<file path="src/rtc_cal_pkg.sv">
package rtc_cal_pkg;

   // ****************************************
   // register byte addresses (byte address = 4*index)
   // ****************************************
   localparam logic [5:0] HOUR_OFS      = 6'h00;
   localparam logic [5:0] MINUTE_OFS    = 6'h04;
   localparam logic [5:0] SECOND_OFS    = 6'h08;
   localparam logic [5:0] YEAR_OFS      = 6'h0C;
   localparam logic [5:0] MONTH_OFS     = 6'h10;
   localparam logic [5:0] WEEKDAY_OFS   = 6'h14;
   localparam logic [5:0] ALM_DATE_OFS  = 6'h18;
   localparam logic [5:0] ALM_HOUR_OFS  = 6'h1C;
   localparam logic [5:0] ALM_MIN_OFS   = 6'h20;
   localparam logic [5:0] ALM_YEAR_OFS  = 6'h24;
   localparam logic [5:0] CTRL_OFS      = 6'h28;
   localparam logic [5:0] IRQ_STAT_OFS  = 6'h2C;
   localparam logic [5:0] IRQ_CLR_OFS   = 6'h30;
   localparam logic [5:0] IRQ_EN_OFS    = 6'h34;

   // ****************************************
   // implemented-bit masks; reserved bits read zero
   // ****************************************
   localparam logic [7:0] HOUR_MASK     = 8'h3F;
   localparam logic [7:0] MINUTE_MASK   = 8'h7F;
   localparam logic [7:0] SECOND_MASK   = 8'h7F;
   localparam logic [7:0] YEAR_MASK     = 8'hFF;
   localparam logic [7:0] MONTH_MASK    = 8'h1F;
   localparam logic [7:0] WEEKDAY_MASK  = 8'h07;
   localparam logic [7:0] ALM_DATE_MASK = 8'h3F;
   localparam logic [7:0] ALM_HOUR_MASK = 8'h3F;
   localparam logic [7:0] ALM_MIN_MASK  = 8'h7F;
   localparam logic [7:0] ALM_YEAR_MASK = 8'hFF;

   // ****************************************
   // digit limits
   // ****************************************
   localparam logic [3:0] UNITS_MAX     = 4'h9;
   localparam logic [3:0] HOUR_TENS_MAX = 4'h2;
   localparam logic [3:0] MIN_TENS_MAX  = 4'h5;
   localparam logic [3:0] WEEKDAY_MAX   = 4'h6;

   // ****************************************
   // control bits
   // ****************************************
   localparam int CTRL_SNAP_BIT  = 0;
   localparam int CTRL_YEN_BIT   = 1;
   localparam int CTRL_ALARM_MONTH_ENABLE_BIT  = 2;
   localparam int CTRL_DEN_BIT   = 3;
   localparam int CTRL_HEN_BIT   = 4;
   localparam int CTRL_ALARM_MINUTE_ENABLE_BIT  = 5;
   localparam int IRQ_ALARM_BIT  = 0;
   localparam int IRQ_SNAP_BIT   = 1;
   localparam int IRQ_WIDTH      = 2;
   localparam logic [7:0] RESET_VALUE = 8'h00;
   localparam int SNAP_CYCLES    = 2;

   typedef struct packed {
      logic [7:0] year;
      logic [7:0] month;
      logic [7:0] date;
      logic [7:0] weekday;
      logic [7:0] hour;
      logic [7:0] minute;
      logic [7:0] second;
   } cal_t;

   typedef struct packed {
      logic [7:0] date;
      logic [7:0] hour;
      logic [7:0] minute;
      logic [7:0] year;
   } alarm_t;

   typedef struct packed {
      logic       wr;
      logic       rd;
      logic [5:0] addr;
      logic [7:0] wdata;
   } bus_req_t;

endpackage

</file>
<file path="src/rtc_alarm_match.sv">
`timescale 1ns/1ps
module rtc_alarm_match
   import rtc_cal_pkg::*;
(
   input  wire logic   i_clk,
   input  wire logic   i_rst,
   input  wire cal_t   i_live,
   input  wire alarm_t i_alarm,
   input  wire logic   i_year_en,
   input  wire logic   i_month_en,
   input  wire logic   i_date_en,
   input  wire logic   i_hour_en,
   input  wire logic   i_minute_en,
   input  wire logic   [7:0] i_alarm_month,
   output logic        o_event
);

   typedef struct packed {
      logic match;
   } match_state_t;

   match_state_t st_r;
   match_state_t st_nxt;
   logic         hit;
   logic         any_en;

   // ****************************************
   // compare enabled fields, one event per new match
   // ****************************************
   always_comb
   begin
      any_en = i_year_en | i_month_en | i_date_en | i_hour_en | i_minute_en;
      hit = any_en
         & (!i_year_en   || i_alarm.year   == i_live.year)
         & (!i_month_en  || i_alarm_month  == i_live.month)
         & (!i_date_en   || i_alarm.date   == i_live.date)
         & (!i_hour_en   || i_alarm.hour   == i_live.hour)
         & (!i_minute_en || i_alarm.minute == i_live.minute);
      st_nxt.match = hit;
   end

   always_ff @(posedge i_clk or posedge i_rst)
   begin
      if (i_rst)
         st_r <= '0;
      else
         st_r <= st_nxt;
   end

   assign o_event = hit & ~st_r.match;

endmodule

</file>
<file path="src/rtc_calendar_alarm_regs.sv">
// Decided for this implementation: strobed register access and the placing of the registers.
`timescale 1ns/1ps
module rtc_calendar_alarm_regs
   import rtc_cal_pkg::*;
(
   input  wire logic       i_clk,
   input  wire logic       i_rst,
   input  wire logic [5:0] i_addr,
   input  wire logic [7:0] i_wdata,
   input  wire logic       i_wr,
   input  wire logic       i_rd,
   input  wire cal_t       i_live,
   input  wire logic [7:0] i_alarm_month,
   output logic [7:0]      o_rdata,
   output cal_t            o_cal_set,
   output logic            o_cal_load,
   output logic            o_irq
);

   // ****************************************
   // state
   // ****************************************
   typedef enum {SNAP_IDLE, SNAP_WAIT, SNAP_COPY} snap_state_t;

   typedef struct packed {
      cal_t                 cal;
      alarm_t               alarm;
      logic [5:0]           ctrl;
      logic [IRQ_WIDTH-1:0] stat;
      logic [IRQ_WIDTH-1:0] en;
      logic [7:0]           rdata;
      logic                 load;
      logic [1:0]           snap_cnt;
      snap_state_t          snap;
   } state_t;

   state_t     s_r;
   state_t     s_nxt;
   bus_req_t   req;
   logic       alarm_ev;
   logic [7:0] w;

   assign req.wr    = i_wr;
   assign req.rd    = i_rd;
   assign req.addr  = i_addr;
   assign req.wdata = i_wdata;

   // ****************************************
   // digit checks
   // ****************************************
   // units digit of every BCD field except weekday, codes A-F refused
   function automatic logic units_ok(input logic [7:0] v);
      units_ok = (v[3:0] <= UNITS_MAX);
   endfunction

   function automatic logic digits_ok(input logic [7:0] v,
                                      input logic [3:0] tens_max);
      digits_ok = units_ok(v) && ({1'b0, v[6:4]} <= tens_max)
                  && !v[7];
   endfunction

   // two-bit tens digit, code 3 refused
   function automatic logic hour_ok(input logic [7:0] v);
      hour_ok = units_ok(v) && ({2'b00, v[5:4]} <= HOUR_TENS_MAX);
   endfunction

   function automatic logic year_ok(input logic [7:0] v);
      year_ok = (v[3:0] <= UNITS_MAX) && (v[7:4] <= UNITS_MAX);
   endfunction

   // ****************************************
   // alarm comparator
   // ****************************************
   rtc_alarm_match rtc_alarm_match_inst
   (
      .i_clk         (i_clk),
      .i_rst         (i_rst),
      .i_live        (i_live),
      .i_alarm       (s_r.alarm),
      .i_year_en     (s_r.ctrl[CTRL_YEN_BIT]),
      .i_month_en    (s_r.ctrl[CTRL_ALARM_MONTH_ENABLE_BIT]),
      .i_date_en     (s_r.ctrl[CTRL_DEN_BIT]),
      .i_hour_en     (s_r.ctrl[CTRL_HEN_BIT]),
      .i_minute_en   (s_r.ctrl[CTRL_ALARM_MINUTE_ENABLE_BIT]),
      .i_alarm_month (i_alarm_month),
      .o_event       (alarm_ev)
   );

   // ****************************************
   // next state
   // ****************************************
   always_comb
   begin
      s_nxt      = s_r;
      s_nxt.load = 1'b0;
      w          = req.wdata;

      if (req.wr)
      begin
         case (req.addr)
            HOUR_OFS:
               if (hour_ok(w))
               begin
                  s_nxt.cal.hour = w & HOUR_MASK;
                  s_nxt.load     = 1'b1;
               end
            MINUTE_OFS:
               if (digits_ok(w & MINUTE_MASK, MIN_TENS_MAX))
               begin
                  s_nxt.cal.minute = w & MINUTE_MASK;
                  s_nxt.load       = 1'b1;
               end
            SECOND_OFS:
               if (digits_ok(w & SECOND_MASK, MIN_TENS_MAX))
               begin
                  s_nxt.cal.second = w & SECOND_MASK;
                  s_nxt.load       = 1'b1;
               end
            YEAR_OFS:
               if (year_ok(w))
               begin
                  s_nxt.cal.year = w & YEAR_MASK;
                  s_nxt.load     = 1'b1;
               end
            MONTH_OFS:
               if (w[3:0] <= UNITS_MAX)
               begin
                  s_nxt.cal.month = w & MONTH_MASK;
                  s_nxt.load      = 1'b1;
               end
            WEEKDAY_OFS:
               if ({1'b0, w[2:0]} <= WEEKDAY_MAX)
               begin
                  s_nxt.cal.weekday = w & WEEKDAY_MASK;
                  s_nxt.load        = 1'b1;
               end
            ALM_DATE_OFS:
               if (w[3:0] <= UNITS_MAX)
                  s_nxt.alarm.date = w & ALM_DATE_MASK;
            ALM_HOUR_OFS:
               if (hour_ok(w))
                  s_nxt.alarm.hour = w & ALM_HOUR_MASK;
            ALM_MIN_OFS:
               if (digits_ok(w & ALM_MIN_MASK, MIN_TENS_MAX))
                  s_nxt.alarm.minute = w & ALM_MIN_MASK;
            ALM_YEAR_OFS:
               if (year_ok(w))
                  s_nxt.alarm.year = w & ALM_YEAR_MASK;
            CTRL_OFS:
            begin
               s_nxt.ctrl[5:1] = w[5:1];
               if (w[CTRL_SNAP_BIT] && s_r.snap == SNAP_IDLE)
               begin
                  s_nxt.ctrl[CTRL_SNAP_BIT] = 1'b1;
                  s_nxt.snap     = SNAP_WAIT;
                  s_nxt.snap_cnt = 2'(SNAP_CYCLES - 1);
               end
            end
            IRQ_CLR_OFS:
               s_nxt.stat = s_r.stat & ~w[IRQ_WIDTH-1:0];
            IRQ_EN_OFS:
               s_nxt.en = w[IRQ_WIDTH-1:0];
            default:
               s_nxt.stat = s_nxt.stat;
         endcase
      end

      // ****************************************
      // snapshot sequence: settle, then copy
      // ****************************************
      case (s_r.snap)
         SNAP_IDLE:
            s_nxt.snap_cnt = s_nxt.snap_cnt;
         SNAP_WAIT:
            if (s_r.snap_cnt == 2'h0)
               s_nxt.snap = SNAP_COPY;
            else
               s_nxt.snap_cnt = s_r.snap_cnt - 2'h1;
         SNAP_COPY:
         begin
            s_nxt.cal = i_live;
            s_nxt.cal.hour    = i_live.hour & HOUR_MASK;
            s_nxt.cal.minute  = i_live.minute & MINUTE_MASK;
            s_nxt.cal.second  = i_live.second & SECOND_MASK;
            s_nxt.cal.month   = i_live.month & MONTH_MASK;
            s_nxt.cal.weekday = i_live.weekday & WEEKDAY_MASK;
            s_nxt.ctrl[CTRL_SNAP_BIT] = 1'b0;
            s_nxt.snap = SNAP_IDLE;
            s_nxt.stat[IRQ_SNAP_BIT] = 1'b1;
         end
         default:
            s_nxt.snap = SNAP_IDLE;
      endcase

      // ****************************************
      // event flags, set wins over clear
      // ****************************************
      if (alarm_ev)
         s_nxt.stat[IRQ_ALARM_BIT] = 1'b1;

      // ****************************************
      // read data, one cycle later
      // ****************************************
      s_nxt.rdata = RESET_VALUE;
      if (req.rd)
      begin
         case (req.addr)
            HOUR_OFS:     s_nxt.rdata = s_r.cal.hour & HOUR_MASK;
            MINUTE_OFS:   s_nxt.rdata = s_r.cal.minute & MINUTE_MASK;
            SECOND_OFS:   s_nxt.rdata = s_r.cal.second & SECOND_MASK;
            YEAR_OFS:     s_nxt.rdata = s_r.cal.year;
            MONTH_OFS:    s_nxt.rdata = s_r.cal.month & MONTH_MASK;
            WEEKDAY_OFS:  s_nxt.rdata = s_r.cal.weekday & WEEKDAY_MASK;
            ALM_DATE_OFS: s_nxt.rdata = s_r.alarm.date & ALM_DATE_MASK;
            ALM_HOUR_OFS: s_nxt.rdata = s_r.alarm.hour & ALM_HOUR_MASK;
            ALM_MIN_OFS:  s_nxt.rdata = s_r.alarm.minute & ALM_MIN_MASK;
            ALM_YEAR_OFS: s_nxt.rdata = s_r.alarm.year;
            CTRL_OFS:     s_nxt.rdata = {2'b00, s_r.ctrl};
            IRQ_STAT_OFS: s_nxt.rdata = {6'h00, s_r.stat};
            IRQ_EN_OFS:   s_nxt.rdata = {6'h00, s_r.en};
            default:      s_nxt.rdata = RESET_VALUE;
         endcase
      end
   end

   always_ff @(posedge i_clk or posedge i_rst)
   begin
      if (i_rst)
      begin
         s_r      <= '0;
         s_r.snap <= SNAP_IDLE;
      end
      else
         s_r <= s_nxt;
   end

   // ****************************************
   // outputs
   // ****************************************
   assign o_rdata    = s_r.rdata;
   assign o_cal_set  = s_r.cal;
   assign o_cal_load = s_r.load;
   assign o_irq      = |(s_r.stat & s_r.en);

endmodule

</file>
<file path="config.mk">
export PLATFORM = sky130hd
export DESIGN_NAME = rtc_calendar_alarm_regs
export DESIGN_NICKNAME = d
export VERILOG_FILES = /design/src/rtc_cal_pkg.sv /design/src/rtc_alarm_match.sv /design/src/rtc_calendar_alarm_regs.sv
export SDC_FILE = /design/constraint.sdc
export NUM_CORES = 1
export LEC_CHECK = 0
export BUFFER_PORTS_ARGS = -buffer_cell sky130_fd_sc_hd__clkbuf_2
export CAP_MARGIN = 40
export CORE_MARGIN = 2
export CORE_UTILIZATION = 54
export DETAILED_ROUTE_END_ITERATION = 16
export PLACE_DENSITY = 0.8
export SYNTH_ARGS = -nofsm -noshare
export SYNTH_HDL_FRONTEND = slang
export SYNTH_SLANG_ARGS = --single-unit
</file>
<file path="constraint.sdc">
create_clock -name i_clk -period 4.1 [get_ports i_clk]
set_input_delay 0.205 -clock i_clk [delete_from_list [all_inputs] [get_ports i_clk]]
set_output_delay 0.205 -clock i_clk [all_outputs]
set_load 0.03 [all_outputs]
</file>
==> results of run 1 <==
through the flow:
step                      worst slack (ps)  instances
after global placement                1800        805
after detailed placement              1750        807
after global routing                  1730        847
final                                 1870        847
after floorplan                        567        625
after CTS                             1860        847
placed cells by master, fill, tap and decap left out, drive strengths merged, types with 6 or more instances in the layout:
cell type | netlist | layout
a21oi | 8 | 8
a22o | 7 | 7
a22oi | 7 | 7
a31oi | 6 | 6
buf | 85 | 8
clkbuf | 13 | 150
clkinv | 0 | 6
conb | 1 | 42
dfrtp | 125 | 125
dlygate4sd3 | 0 | 8
mux2 | 43 | 43
mux2i | 47 | 47
nand2 | 53 | 53
nand3 | 11 | 11
nand4 | 11 | 11
nor2 | 15 | 15
nor4 | 11 | 11
o21ai | 51 | 51
xnor2 | 22 | 22
xor2 | 13 | 13
final timing paths:
path / start / slack, ps / to
max: s_r[29]$_DFF_PP0_ / 1870 / o_cal_set[34]$_DFFE_PP0P_
min: i_live[6] / 10 / o_cal_set[6]$_DFFE_PP0P_
max reg2reg: s_r[29]$_DFF_PP0_ / 1870 / o_cal_set[34]$_DFFE_PP0P_
min reg2reg: rtc_alarm_match_inst.st_r$_DFF_PP0_ / 430 / s_r[45]$_DFFE_PP0P_
max in group asynchronous: i_rst / 2730 / o_cal_set[48]$_DFFE_PP0P_
min in group asynchronous: i_rst / 340 / o_cal_set[10]$_DFFE_PP0P_
kinds of logic (layout without fill, tap and decap cells):
logic type / after synthesis / count (layout) / share of synthesized area
AOI/OAI and AO/OA: 98 / 98 / 0.0947
xor gates and xnor gates: 35 / 35 / 0.0475
buffers and inverters: 100 / 179 / 0.104
DFF: 125 / 125 / 0.484
muxes: 91 / 91 / 0.151
other: 1 / 42 / 0.000581
and+or+nand+nor: 134 / 134 / 0.118
registers in the layout, indices dropped and copies added (netlist names):
name,count
o_rdata,8
o_cal_load,1
rtc_alarm_match_inst.st_r,1
o_cal_set,44
s_r,71
per-layer routing:
metal,track usage,wire length (um),vias up
met3,0.0521,1180,49
met1,0.363,6870,2391
met5,0,0,-
met4,0.133,598,0
li1,-,-,2178
met2,0.447,8220,254
critical path: cells and delay by family (launching register included):
family	cells	cell delay, ps
buffers and inverters	1	360
AND/OR/NAND/NOR	3	980
flip-flops	1	370
multiplexers	1	390
power by group through the flow:
stage | logic (mW) | clock network [mW] | registers, mW
floorplan | 0.318 | 0 | 1.38
global placement | 0.387 | 0 | 1.41
detailed placement | 0.399 | 0 | 1.41
CTS | 0.408 | 1.57 | 1.39
global route | 0.444 | 1.63 | 1.40
finish | 0.410 | 1.55 | 1.39
final cells by class:
class | instances | share of cell area
clock buffer | 21 | 0.0634
inverter | 2 | 0.00132
tap | 143 | 0.0236
timing repair buffer | 145 | 0.106
sequential | 125 | 0.413
clock inverter | 11 | 0.0183
multi-input combinational | 400 | 0.375
==> flow_summary.toml, run 1 <==
[pwr]
clkPwrFrac = 0.463
combPwrFrac = 0.122
power_density_nw_per_um2 = 443
p_sw_mw = 0.874
power_leakage_nw = 3.75
p_sw_frac = 0.260
vdd_drop_max_v = 0.000294
pwr-share-seq = 0.415
finalPower_mw = 3.36
intPower_mw = 2.48

[clocking]
cts.sinks = 125
hold_buffers = 8
cts_resized = 0
root_buffer = "clkbuf_16"
htree_levels = 4
clkLatencyLatePin_ps = 420
cts_setup_buffers = 0
numCtsBuffers = 17
clk_pin_slew_ps = 50
cts_tree = "yes"
clock_path_buffers = 2

[worst_setup_path]
worstPathMaxFanout = 28
cp.arrival_ps = 2530
reg2reg_depth = 5
required_ps = 4400
worst_setup_path_start_kind = "register"
crit_type = "reg2reg"
worstSetupEndpointType = "register"
slowest_delay_ps = 390
crit_chain = "nor4_1 -> nand4_1 -> nor4b_2 -> buf_4 -> mux2_2"
cpMaxStageDelayCell = "mux2_2"

[synth]
ys_seq_area_frac = 0.484
yosysTopAreaCellShare = 0.484
synth_top_area_cell = "dfrtp_1"
synth_area_per_cell_sq_um = 11.1
syn_inst = 584
yosys-top-cells-count = "dfrtp_1 (125), buf_4 (71), nand2_1 (53)"
synth_flop_cell = "dfrtp_1"
async_reset_ff_frac = 1.00
ys_ff_latch = 125
yosysWarnings = 0
synthMostInstantiatedCell = "dfrtp_1"
synth_edf_count = 0
netlist_area_sq_um = 6460
ys_types = 60
netlist_top_cells_area = "dfrtp_1 (48%), buf_4 (8.3%), mux2_2 (7.5%)"

[drt]
wl_per_cell_um = 19.9
drt_iter0_drc = 447
drtAntennaViolNets = 0
route.final.wire_length_mm = 16.9
firstDrtPassIters = 6
routed_via_density = 5.75
via_count = 4872
drc_errors = 0

[layout]
n_antenna_cell = 0
post-route-util = 0.656
nFillCells = 907
seq_area_sq_um = 3130
nNetsFinal = 773
area_growth_pct = 17.4
multi_input_area_sq_um = 2840
design_area_sq_um = 7580
drive_gt1_frac = 0.325

[sta]
skew_ps = 6.57
setup_viol = 0
hold_viol_final = 0
tightestPinTransition_ps = 727
rsz0062_at_grt = "false"
finalCritPeriodShare = 0.544
timing.slew.headroom = 0.515
setup_tns_ps = 0
maxSlewViolCount = 0
hold_ws_ps = 13.8
min_period_ps = 2230
max_freq_mhz = 448

[hold_path]
min_path_type = "in2reg"
whs_path_depth = 3

[floorplan]
dieArea_sq_um = 12900
die_h_um = 113
die_w_um = 113
num_rows = 39
core_area_sq_um = 11600
start_util = 0.559
io_pins = 148

[grt]
grt_use_total = 0.277
first_global_vias = 4885
gr-total-overflow = 0
grt_pass1_wl_mm = 26.6
antenna_found_initial = 0
grt_max_degree = 55

[run]
maxCapViolations = 0

[place]
portBuffers = 129
gp_congestion = 0.912
hpwl_mm = 12.0
dpl-instance-area_sq_um = 6880

[outcome]
status = "finished, final reports clean"
Power figures use the tool's default switching activity.
==> run 2: changes to the inputs <==
--- a/config.mk
+++ b/config.mk
@@ -8,9 +8,9 @@
 export BUFFER_PORTS_ARGS = -buffer_cell sky130_fd_sc_hd__clkbuf_2
 export CAP_MARGIN = 40
 export CORE_MARGIN = 2
-export CORE_UTILIZATION = 54
+export CORE_UTILIZATION = 49
 export DETAILED_ROUTE_END_ITERATION = 16
-export PLACE_DENSITY = 0.8
+export PLACE_DENSITY = 0.76
 export SYNTH_ARGS = -nofsm -noshare
 export SYNTH_HDL_FRONTEND = slang
 export SYNTH_SLANG_ARGS = --single-unit
==> constraint.sdc (replaced) <==
create_clock -name i_clk -period 2 [get_ports i_clk]
set_input_delay 0.1 -clock i_clk [delete_from_list [all_inputs] [get_ports i_clk]]
set_output_delay 0.1 -clock i_clk [all_outputs]
set_load 0.03 [all_outputs]
==> run 2 against run 1 <==
The flow now finishes with violations (negative setup slack). Clock power is 98% higher. Sequential power grew 110%. Hold slack improved by 110 ps. Final cell count increased by 11%. Sequential share of layout area is 3.3 points lower. Count of clock-buffer cells in the layout shrank 4. Wire length rose by 7.0%. Die area up 9.8%. Via count increased by 4.5%. First-iteration DRC count grew 7.2%. Power grew 100%. Global-route usage down 1.2 points. Largest power group unchanged. Highest routed layer unchanged.
==> flow_summary.toml, run 2 (same netlist as run 1, synthesis figures left out) <==
[place]
portBuffers = 129
hpwl_mm = 12.7
dp_cells = 860
gp_congestion = 0.956

[drt]
drt_iter0_drc = 479
wl_per_cell_um = 19.2
drtAntennaViolNets = 0
firstDrtPassIters = 6
route.final.wire_length_mm = 18.0
routed_via_density = 5.41
via_count = 5090
drc_errors = 0

[pwr]
power_leakage_nw = 4.02
power_density_nw_per_um2 = 833
vdd_drop_max_v = 0.000474
finalPower_mw = 6.86

[layout]
nNetsFinal = 838
post_layout_nonfiller_instances = 940
nFillCells = 1029
regMostFlops = "s_r"
largest_register_ffs = 71
final_cell_mix = "clkbuf_2 (129), dfrtp_1 (125), nand2_1 (51)"
n_antenna_cell = 0
post-route-util = 0.648
drive_gt1_frac = 0.340
final_common_cell = "clkbuf_2"
area_growth_pct = 27.6

[grt]
antenna_found_initial = 0
grt_max_degree = 56
grt_pass1_wl_mm = 28.4
grt_use_total = 0.265
gr-total-overflow = 0
first_global_vias = 5347

[sta]
setup_tns_ps = -35.1
fin_ws_ps = -14.8
skew_ps = 7.82
max_freq_mhz = 496
hold_viol_final = 0
maxSlewViolCount = 0
tightestPinTransition_ps = 638
rsz0062_at_grt = "true"
timing.slew.headroom = 0.574
min_period_ps = 2010
setup_viol = 3
finalCritPeriodShare = 1.01

[outcome]
status = "complete, but fails checks"
violations = "negative setup slack"

[worst_setup_path]
crit_type = "reg2reg"
worst_setup_path_start_kind = "register"
required_ps = 2310
worstPathMaxFanout = 6
worstSetupEndpointType = "register"
cp.arrival_ps = 2320

[floorplan]
die_h_um = 119
die_w_um = 119
core_area_sq_um = 12700
io_pins = 148
start_util = 0.508
dieArea_sq_um = 14100
num_rows = 41

[clocking]
clkLatencyLatePin_ps = 420
clk_pin_slew_ps = 60
root_buffer = "clkbuf_16"
htree_levels = 4
clock_path_buffers = 2
numCtsBuffers = 17
cts.sinks = 125
cts_tree = "yes"

[run]
maxCapViolations = 0

[hold_path]
min_path_type = "in2reg"
run 2: critical path: stages (launching register included):
cell	delay, ps
dfrtp_1	380
nor4_2	310
nand4_1	220
nor4b_4	430
buf_6	210
mux2_2	350
run 2: layout make-up:
class,count,area [sq um],share of cell area
Clock buffer,17,425,0.0516
Clock inverter,14,160,0.0194
Inverter,2,11.3,0.00137
Multi-Input combinational cell,400,2880,0.349
Sequential cell,125,3130,0.379
Tap cell,172,215,0.0261
Timing Repair Buffer,210,1430,0.173
run 2: where the power goes:
part | total [mW] | switching [mW] | internal, mW | leakage (nW)
clock network | 3.07 | 1.21 | 1.85 | 0.279
registers | 2.86 | 0.163 | 2.70 | 1.64
logic | 0.939 | 0.553 | 0.386 | 2.10
total | 6.86 | 1.93 | 4.93 | 4.02
run 2: final timing paths:
check / from / depth (start not counted) / end / slack, ps
min reg2reg: rtc_alarm_match_inst.st_r$_DFF_PP0_ / 1 / s_r[45]$_DFFE_PP0P_ / 440
min in group asynchronous: i_rst / 3 / s_r[11]$_DFF_PP0_ / 300
max: s_r[5]$_DFF_PP0_ / 5 / o_cal_set[35]$_DFFE_PP0P_ / -10
max in group asynchronous: i_rst / 4 / s_r[54]$_DFFE_PP0P_ / 1010
max reg2reg: s_r[5]$_DFF_PP0_ / 5 / o_cal_set[35]$_DFFE_PP0P_ / -10
min: i_wdata[6] / 3 / s_r[67]$_DFFE_PP0P_ / 120
run 2: per-layer routing:
layer,share of wire,GRT usage,wire [um]
met5,0,0,0
met4,0.030,0.104,546
met3,0.074,0.0656,1330
met2,0.49,0.434,8800
met1,0.41,0.339,7360
run 2: through the flow:
step                worst slack [ps]  area (sq um)  hold WS [ps]
floorplan                        200          6620           217
global placement                80.9          7120           193
detailed placement             -81.2          7120           206
CTS                             1.16          8200           119
global route                   -92.6          8240           120
finish                         -14.8          8240           124
run 2: timing repair:
action / in CTS / in global routing
pin swaps: 1 / 2
gates cloned: 1 / 1
endpoints found under the setup margin: 38 / 42
hold buffers: 46 / 0
hold endpoints to repair: 72 / 0
setup buffers: 1 / 1
resized for setup: 2 / 12
